===== config.mk =====
export PLATFORM = sky130hd
export DESIGN_NAME = dcf_feeder
export DESIGN_NICKNAME = d
export VERILOG_FILES = /design/src/pkg/dcf_pkg.sv /design/src/rtl/dcf_checksum_unit.sv /design/src/rtl/dcf_feeder.sv
export SDC_FILE = /design/constraint.sdc
export NUM_CORES = 1
export LEC_CHECK = 0
export ABC_CLOCK_PERIOD_IN_PS = 5200
export BUFFER_PORTS_ARGS = -buffer_cell sky130_fd_sc_hd__buf_2
export CAP_MARGIN = 10
export CORE_ASPECT_RATIO = 0.9
export CORE_MARGIN = 5
export CORE_UTILIZATION = 60
export DETAILED_ROUTE_END_ITERATION = 10
export GPL_TIMING_DRIVEN = 0
export PLACE_DENSITY = 0.87
export SYNTH_ARGS = -nofsm -noshare
export SYNTH_HDL_FRONTEND = slang
export SYNTH_SLANG_ARGS = --single-unit

===== constraint.sdc =====
create_clock -name i_sys_clk -period 5.2 [get_ports i_sys_clk]
set_input_delay 0.52 -clock i_sys_clk [delete_from_list [all_inputs] [get_ports i_sys_clk]]
set_output_delay 0.52 -clock i_sys_clk [all_outputs]
set_load 0.03 [all_outputs]

===== src/pkg/dcf_pkg.sv =====
// constants shared by the checksum feeder and its checksum unit
package dcf_pkg;
  localparam int unsigned CLK_HZ = 50_000_000;
  localparam int unsigned DATA_W = 32;
  localparam int unsigned ADDR_W = 32;
  localparam int unsigned CNT_W = 16;
  localparam int unsigned REG_AW = 4;
  // register byte offsets
  localparam logic [3:0] OFS_CTRL = 4'h0;
  localparam logic [3:0] OFS_SRC = 4'h4;
  localparam logic [3:0] OFS_LEN = 4'h8;
  localparam logic [3:0] OFS_STAT = 4'hc;
  // control fields
  localparam int unsigned CTRL_EN = 0;
  localparam int unsigned CTRL_TCIE = 1;
  localparam int unsigned CTRL_STREAM = 2;
  localparam int unsigned CTRL_SIZE_LO = 3;
  localparam int unsigned CTRL_FIFO = 5;
  localparam int unsigned CTRL_W = 6;
  // status fields
  localparam int unsigned STAT_TC = 0;
  localparam int unsigned STAT_BUSY = 1;
  // element size codes
  localparam logic [1:0] SIZE_BYTE = 2'h0;
  localparam logic [1:0] SIZE_HALF = 2'h1;
  localparam logic [1:0] SIZE_WORD = 2'h2;
  // checksum defaults
  localparam logic [31:0] INIT_VALUE = 32'hffffffff;
  localparam logic [31:0] GEN_GENERATOR_POLYNOMIAL = 32'h04c11db7;
endpackage


===== src/rtl/dcf_checksum_unit.sv =====
// checksum unit: one data register, accumulates over successive writes
`timescale 1ns/1ns
module dcf_checksum_unit #(
  parameter logic [31:0] GENERATOR_POLYNOMIAL = dcf_pkg::GEN_GENERATOR_POLYNOMIAL,
  parameter logic [31:0] INIT = dcf_pkg::INIT_VALUE
) (
  // clock and reset
  input wire logic i_sys_clk,
  input wire logic i_resetn,
  // data register port
  input wire logic i_init,
  input wire logic i_wr,
  input wire logic [31:0] i_wdata,
  output logic [31:0] o_rdata
);
  typedef struct packed {
    logic [31:0] checksum_data_register;
  } dcf_cu_state_t;
  dcf_cu_state_t st, next_st;

  // full 32-bit step unrolled in one cycle so the feeder never waits
  function automatic logic [31:0] dcf_step(input logic [31:0] c, input logic [31:0] d);
    logic [31:0] r;
    r = c ^ d;
    for (int i = 0; i < 32; i++) begin
      r = r[31] ? ((r << 1) ^ GENERATOR_POLYNOMIAL) : (r << 1);
    end
    return r;
  endfunction

  always_comb begin
    next_st = st;
    if (i_init) begin
      next_st.checksum_data_register = INIT;
    end else if (i_wr) begin
      next_st.checksum_data_register = dcf_step(st.checksum_data_register, i_wdata);
    end
  end

  always_ff @(posedge i_sys_clk or negedge i_resetn) begin
    if (!i_resetn) begin
      st <= '{checksum_data_register: dcf_pkg::INIT_VALUE};
    end else begin
      st <= next_st;
    end
  end

  assign o_rdata = st.checksum_data_register;

  chk_write_accumulates: assert property (@(posedge i_sys_clk) disable iff (!i_resetn)
    i_wr && !i_init |=> o_rdata == dcf_step($past(o_rdata), $past(i_wdata)))
    else $error("checksum did not accumulate");
  chk_hold_idle: assert property (@(posedge i_sys_clk) disable iff (!i_resetn)
    !i_wr && !i_init |=> $stable(o_rdata))
    else $error("checksum changed without write");
endmodule


===== src/rtl/dcf_feeder.sv =====
// dma channel streaming a memory buffer into the checksum unit
//
// Design decisions made here: the address map and the address-and-strobe port.
`timescale 1ns/1ns
module dcf_feeder #(
  parameter int unsigned CNT_W = dcf_pkg::CNT_W
) (
  // clock and reset
  input wire logic i_sys_clk,
  input wire logic i_resetn,
  // register port
  input wire logic [3:0] i_reg_addr,
  input wire logic [31:0] i_reg_wdata,
  input wire logic i_reg_wr,
  input wire logic i_reg_rd,
  output logic [31:0] o_reg_rdata,
  // memory read port, data taken in the request cycle
  output logic o_mem_rd,
  output logic [31:0] o_mem_addr,
  input wire logic [31:0] i_mem_rdata,
  // interrupt
  output logic o_irq
);
  typedef enum logic [2:0] {
    DCF_IDLE = 3'b001,
    DCF_REQ = 3'b010,
    DCF_WAIT = 3'b100
  } dcf_fsm_t;

  typedef struct packed {
    dcf_fsm_t fsm;
    logic [dcf_pkg::CTRL_W-1:0] ctrl;
    logic [31:0] src;
    logic [31:0] cur;
    logic [CNT_W-1:0] len;
    logic [CNT_W-1:0] cnt;
    logic tc;
    logic mask;
    logic mem_rd;
    logic irq;
    logic [31:0] rdata;
  } dcf_state_t;

  dcf_state_t st, next_st;
  logic cu_wr;
  logic cu_init;
  logic [31:0] cu_wdata;
  logic [31:0] cu_rdata;
  logic [1:0] size;
  logic [31:0] inc;
  logic [31:0] lane;
  logic wr_stat;

  assign size = st.ctrl[dcf_pkg::CTRL_SIZE_LO +: 2];
  assign wr_stat = i_reg_wr && i_reg_addr == dcf_pkg::OFS_STAT;

  always_comb begin
    unique case (size)
      dcf_pkg::SIZE_BYTE: inc = 32'h00000001;
      dcf_pkg::SIZE_HALF: inc = 32'h00000002;
      default: inc = 32'h00000004;
    endcase
  end

  // pick the element out of the word by the low address bits
  always_comb begin
    lane = i_mem_rdata >> {st.cur[1:0], 3'h0};
    unique case (size)
      dcf_pkg::SIZE_BYTE: cu_wdata = {24'h000000, lane[7:0]};
      dcf_pkg::SIZE_HALF: cu_wdata = {16'h0000, lane[15:0]};
      default: cu_wdata = i_mem_rdata;
    endcase
  end

  // each read beat writes one element to the fixed checksum register
  assign cu_wr = st.fsm == DCF_WAIT;
  assign cu_init = i_reg_wr && i_reg_addr == dcf_pkg::OFS_CTRL && i_reg_wdata[dcf_pkg::CTRL_EN]
                   && !st.ctrl[dcf_pkg::CTRL_EN];

  dcf_checksum_unit u_cu (
    .i_sys_clk(i_sys_clk),
    .i_resetn(i_resetn),
    .i_init(cu_init),
    .i_wr(cu_wr),
    .i_wdata(cu_wdata),
    .o_rdata(cu_rdata)
  );

  always_comb begin
    next_st = st;
    next_st.mem_rd = 1'b0;
    next_st.rdata = 32'h00000000;
    // register writes
    if (i_reg_wr) begin
      unique case (i_reg_addr)
        dcf_pkg::OFS_CTRL: begin
          next_st.ctrl = i_reg_wdata[dcf_pkg::CTRL_W-1:0];
          next_st.mask = i_reg_wdata[dcf_pkg::CTRL_TCIE];
        end
        dcf_pkg::OFS_SRC: next_st.src = i_reg_wdata;
        dcf_pkg::OFS_LEN: next_st.len = i_reg_wdata[CNT_W-1:0];
        default: ;
      endcase
    end
    // write one to clear; a same-cycle completion below wins
    if (wr_stat && i_reg_wdata[dcf_pkg::STAT_TC]) begin
      next_st.tc = 1'b0;
    end
    unique case (st.fsm)
      DCF_IDLE: begin
        // enable rising with a nonzero length starts a run; a stale enable never restarts it
        if (cu_init && st.len != '0) begin
          next_st.cur = st.src;
          next_st.cnt = st.len;
          next_st.fsm = DCF_REQ;
        end
      end
      DCF_REQ: begin
        // single beats; fifo bit is ignored so timing is identical
        next_st.mem_rd = 1'b1;
        next_st.fsm = DCF_WAIT;
      end
      DCF_WAIT: begin
        next_st.cur = st.cur + inc;
        next_st.cnt = st.cnt - 1'b1;
        if (st.cnt == 1) begin
          next_st.tc = 1'b1;
          next_st.fsm = DCF_IDLE;
          if (st.ctrl[dcf_pkg::CTRL_STREAM]) begin
            next_st.ctrl[dcf_pkg::CTRL_EN] = 1'b0;
          end
        end else begin
          next_st.fsm = DCF_REQ;
        end
      end
      default: next_st.fsm = DCF_IDLE;
    endcase
    next_st.mask = next_st.ctrl[dcf_pkg::CTRL_TCIE];
    next_st.irq = next_st.tc && next_st.mask;
    // register reads
    if (i_reg_rd) begin
      unique case (i_reg_addr)
        dcf_pkg::OFS_CTRL: next_st.rdata = {26'h0000000, st.ctrl};
        dcf_pkg::OFS_SRC: next_st.rdata = st.src;
        dcf_pkg::OFS_LEN: next_st.rdata = 32'(st.cnt);
        dcf_pkg::OFS_STAT: next_st.rdata = {30'h00000000, st.fsm != DCF_IDLE, st.tc};
        default: next_st.rdata = cu_rdata; // checksum result at any other offset
      endcase
    end
  end

  always_ff @(posedge i_sys_clk or negedge i_resetn) begin
    if (!i_resetn) begin
      st <= '{fsm: DCF_IDLE, default: '0};
    end else begin
      st <= next_st;
    end
  end

  assign o_reg_rdata = st.rdata;
  assign o_mem_rd = st.mem_rd;
  assign o_mem_addr = st.cur;
  assign o_irq = st.irq;

  // checks on the channel's own behaviour, in terms of its programmed state
  chk_irq_follows_flag: assert property (@(posedge i_sys_clk) disable iff (!i_resetn)
    o_irq == (st.tc && st.ctrl[dcf_pkg::CTRL_TCIE]))
    else $error("irq does not follow flag and enable");
  chk_start_loads: assert property (@(posedge i_sys_clk) disable iff (!i_resetn)
    st.fsm == DCF_IDLE && cu_init && st.len != '0 |=> st.fsm == DCF_REQ && st.cnt == $past(st.len) && o_mem_addr == $past(st.src))
    else $error("start did not load counter and source");
  chk_no_restart: assert property (@(posedge i_sys_clk) disable iff (!i_resetn)
    st.fsm == DCF_IDLE && i_reg_wr && i_reg_addr == dcf_pkg::OFS_CTRL && st.ctrl[dcf_pkg::CTRL_EN] |=> st.fsm == DCF_IDLE)
    else $error("channel restarted with enable still set");
  chk_tc_held: assert property (@(posedge i_sys_clk) disable iff (!i_resetn)
    st.tc && !(wr_stat && i_reg_wdata[dcf_pkg::STAT_TC]) |=> st.tc)
    else $error("complete flag dropped without clear");
  chk_count_down: assert property (@(posedge i_sys_clk) disable iff (!i_resetn)
    st.fsm == DCF_WAIT |=> st.cnt == $past(st.cnt) - 1'b1)
    else $error("counter did not step");
  chk_tc_at_end: assert property (@(posedge i_sys_clk) disable iff (!i_resetn)
    st.fsm == DCF_WAIT && st.cnt == 1 |=> st.tc && st.fsm == DCF_IDLE)
    else $error("no completion at last element");
  chk_stream_disable: assert property (@(posedge i_sys_clk) disable iff (!i_resetn)
    st.fsm == DCF_WAIT && st.cnt == 1 && st.ctrl[dcf_pkg::CTRL_STREAM] && !i_reg_wr
    |=> !st.ctrl[dcf_pkg::CTRL_EN])
    else $error("stream enable not cleared");
  chk_src_advance: assert property (@(posedge i_sys_clk) disable iff (!i_resetn)
    st.fsm == DCF_WAIT |=> o_mem_addr == $past(o_mem_addr) + $past(inc))
    else $error("source did not advance by size");
  chk_beat_timing: assert property (@(posedge i_sys_clk) disable iff (!i_resetn)
    st.fsm == DCF_REQ |=> o_mem_rd ##1 (!o_mem_rd))
    else $error("beat is not single");
  chk_size_lane: assert property (@(posedge i_sys_clk) disable iff (!i_resetn)
    cu_wr && size == dcf_pkg::SIZE_BYTE |-> cu_wdata[31:8] == 24'h000000)
    else $error("byte element not masked");
  chk_addr_hold: assert property (@(posedge i_sys_clk) disable iff (!i_resetn)
    st.fsm == DCF_REQ |=> $stable(o_mem_addr))
    else $error("source moved before its beat");
  // read data must not linger, software may sample late
  chk_rdata_idle: assert property (@(posedge i_sys_clk) disable iff (!i_resetn)
    !i_reg_rd |=> o_reg_rdata == 32'h00000000)
    else $error("read data stands without read");

  cov_stream_run: cover property (@(posedge i_sys_clk) disable iff (!i_resetn)
    st.fsm == DCF_WAIT && st.cnt == 1 && st.ctrl[dcf_pkg::CTRL_STREAM]);
  cov_irq: cover property (@(posedge i_sys_clk) disable iff (!i_resetn) $rose(o_irq));
  cov_set_clear: cover property (@(posedge i_sys_clk) disable iff (!i_resetn)
    st.fsm == DCF_WAIT && st.cnt == 1 && wr_stat && i_reg_wdata[dcf_pkg::STAT_TC]);
  cov_refused_start: cover property (@(posedge i_sys_clk) disable iff (!i_resetn)
    st.fsm == DCF_IDLE && cu_init == 1'b0 && i_reg_wr && i_reg_addr == dcf_pkg::OFS_CTRL && st.ctrl[dcf_pkg::CTRL_EN]);
  cov_half_run: cover property (@(posedge i_sys_clk) disable iff (!i_resetn)
    cu_wr && size == dcf_pkg::SIZE_HALF);
endmodule


==> impl_metrics.py <==
metrics = {
    "detailed_routing": {
        "drt_wl_total_mm": 36.51,
        "wl_per_cell_um": 22.41,
        "drt_pass1_iterations": 6,
        "drtIter0Drc": 1593,
        "routed_via_density": 6.311,
        "drc": 0,
        "vias": 10280,
        "ant_nets": 0,
    },
    "die": {
        "die_w_um": 160.6,
        "core-area_um2": 20050,
        "initial_core_util_pct": 61.07,
        "ios": 138,
        "die_height_um": 145.5,
        "dieArea_um2": 23370,
        "rows": 49,
    },
    "global_route": {
        "grt_max_degree": 113,
        "antenna_found_initial": 1,
        "grt_usage_pct": 31.03,
        "grt_pass1_wl_mm": 57.05,
        "grt_pass1_vias": 10060,
        "overflow": 0,
    },
    "worst_setup_path": {
        "worst_ep_arrival_time_ns": 4.85,
        "timing_worst_setup_path_type": "reg2reg",
        "start_kind": "flip-flop",
        "r2r.worst_path.cells": 11,
        "cp_max_fo": 6,
        "worstPathRequired_ns": 5.57,
        "endpoint_kind": "flip-flop",
    },
    "cts": {
        "cts.sinks": 172,
        "cts_tree": "yes",
        "h-tree-depth": 4,
        "clock_latency_ns": 0.44,
        "cts_resized": 0,
        "postCtsHoldBufs": 0,
        "clockRootBuffer": "clkbuf_16",
        "cts_max_path_buffers": 2,
        "cts_setup_buffers": 0,
        "numCtsBuffers": 17,
        "clk_pin_slew_ns": 0.07,
    },
    "outcome": {
        "status": "finished, final reports clean",
    },
    "layout": {
        "layout_common_cells": "xnor2_1 (152), buf_2 (145), dfrtp_1 (139)",
        "diodes": 0,
        "nets": 1439,
        "syn_to_final_growth_pct": 13.33,
        "fin_cells": 1629,
        "final_common_cell": "xnor2_1",
        "drive_gt1_share_pct": 27.15,
    },
    "synth": {
        "synth.largest_area_cell": "dfrtp_1",
        "ys_top_cells_by_area": "dfrtp_1 (28%), xnor2_1 (11%), dfstp_2 (7.1%)",
        "syn_area_per_cell_um2": 10.13,
        "ys_ff_latch": 172,
        "synth_seq_area_share_pct": 35.49,
        "ys.flop_type": "dfrtp_1",
        "synth_cell_types": 62,
        "syn_area_um2": 12240,
        "synthCells": 1209,
        "synth_edf_count": 0,
        "ys_async_sr_fraction_pct": 100.0,
        "synth_nets": 1287,
        "yosys_warnings": 0,
        "synth_top_area_share_pct": 28.41,
    },
    "timing": {
        "period_share_pct": 86.27,
        "tns_ns": 0,
        "setup_violations": 0,
        "max_slew_margin_pct": 35.62,
        "tightest_slew_ns": 0.9636,
        "fmaxAchievable_mhz": 222.9,
        "fin_crit_ns": 4.486,
        "clock-skew-final_ns": 0.008597,
        "rsz0062_at_grt": "no",
        "hold_violations": 0,
        "slew_viol_final": 0,
    },
    "placed_design": {
        "gp_congestion": 1.012,
        "dp_cells": 1597,
        "detailed_place_hpwl_mm": 27.84,
        "numPortBuffers": 132,
    },
    "flow_run": {
        "drv_cap": 0,
    },
    "min_path": {
        "holdCritPathClass": "in2async",
    },
}
[area by class of cell]
type	instances	area [um2]
plain buffers	137	792.0
clock buffers	18	429.2
inverters	23	86.33
repair buffers	133	698.2
multi-input cells	877	7019
clock inverters	14	185.2
well taps	255	319.1
flip-flops and latches	172	4345
fillers	1459	6173
[sequential cells by signal (all words and copies together) (netlist names)]
name,flops
o_irq,1
o_mem_addr,32
o_mem_rd,1
o_reg_rdata,32
size,2
st,72
u_cu.o_rdata,32
[worst max-delay path: stages, from the launching register on]
cell and delay, ns:
dfstp_2 0.52, buf_2 0.20, xnor2_1 0.12, xnor2_1 0.60, xor3_1 0.55, xnor2_1 0.31
xnor3_1 0.53, xnor2_4 0.37, xnor3_1 0.61, xnor3_1 0.42, nor2_1 0.04, o21ai_1 0.14
[path summary, 6_finish.rpt]
kind / start / slack (ns) / endpoint
worst max-delay path: u_cu.o_rdata[30]$_DFFE_PN1P_ / 0.71 / u_cu.o_rdata[13]$_DFFE_PN1P_
worst max register to register: u_cu.o_rdata[30]$_DFFE_PN1P_ / 0.71 / u_cu.o_rdata[13]$_DFFE_PN1P_
min in group i_sys_clk: i_reg_wdata[28] / 0.32 / st[128]$_DFFE_PN0P_
max in group asynchronous: i_resetn / 4.30 / u_cu.o_rdata[16]$_DFFE_PN1P_
worst min register to register: st[120]$_DFFE_PN0P_ / 0.51 / o_mem_addr[20]$_DFFE_PN0P_
worst min-delay path: i_resetn / 0.01 / o_mem_rd$_DFF_PN0_
[routing by layer]
metal / vias up / routed length [um] / part of all wire [%] / global-route usage [%]
met3: 112 / 4831 / 13 / 8.751
met2: 729 / 16190 / 44 / 46.71
met4: 2 / 1055 / 2.9 / 8.516
met1: 5010 / 14420 / 39 / 44.32
li1: 4427 / - / - / -
met5: - / 13 / 0.036 / 0
[Yosys cell counts (all sizes together), types with 26 or more instances]
cell type,number
dfstp,33
nor2,54
o211ai,39
clkbuf,49
xnor2,167
dfrtp,139
buf,88
mux2,56
nor2b,26
nand3,27
xnor3,29
nand2,123
a21oi,36
xor2,74
o21ai,41
[stage by stage]
step | hold WS, ns | utilization (%) | setup slack (ns) | cell area [um2]
floorplan | 0.2244 | - | 1.281 | 12240
global placement | 0.4691 | 65.96 | 0.6979 | 13220
detailed placement | 0.4821 | 66.14 | 0.6869 | 13260
CTS | 0.02410 | 69.21 | 0.7514 | 13870
global route | 0.03894 | 69.21 | 0.5279 | 13870
finish | 0.01080 | 69.21 | 0.7141 | 13870
[cells by family after synthesis]
kind of cell / synth area share, %
flops: 35.49
simple gates: 12.04
compound gates: 11.93
fa+ha+maj: 0.6745
mux: 6.500
buf+inv: 7.174
xor+xnor: 26.19
Power is left out: the tool's default activity adds up to more than one toggle a clock period on the data nets, which glitch-free logic cannot reach.
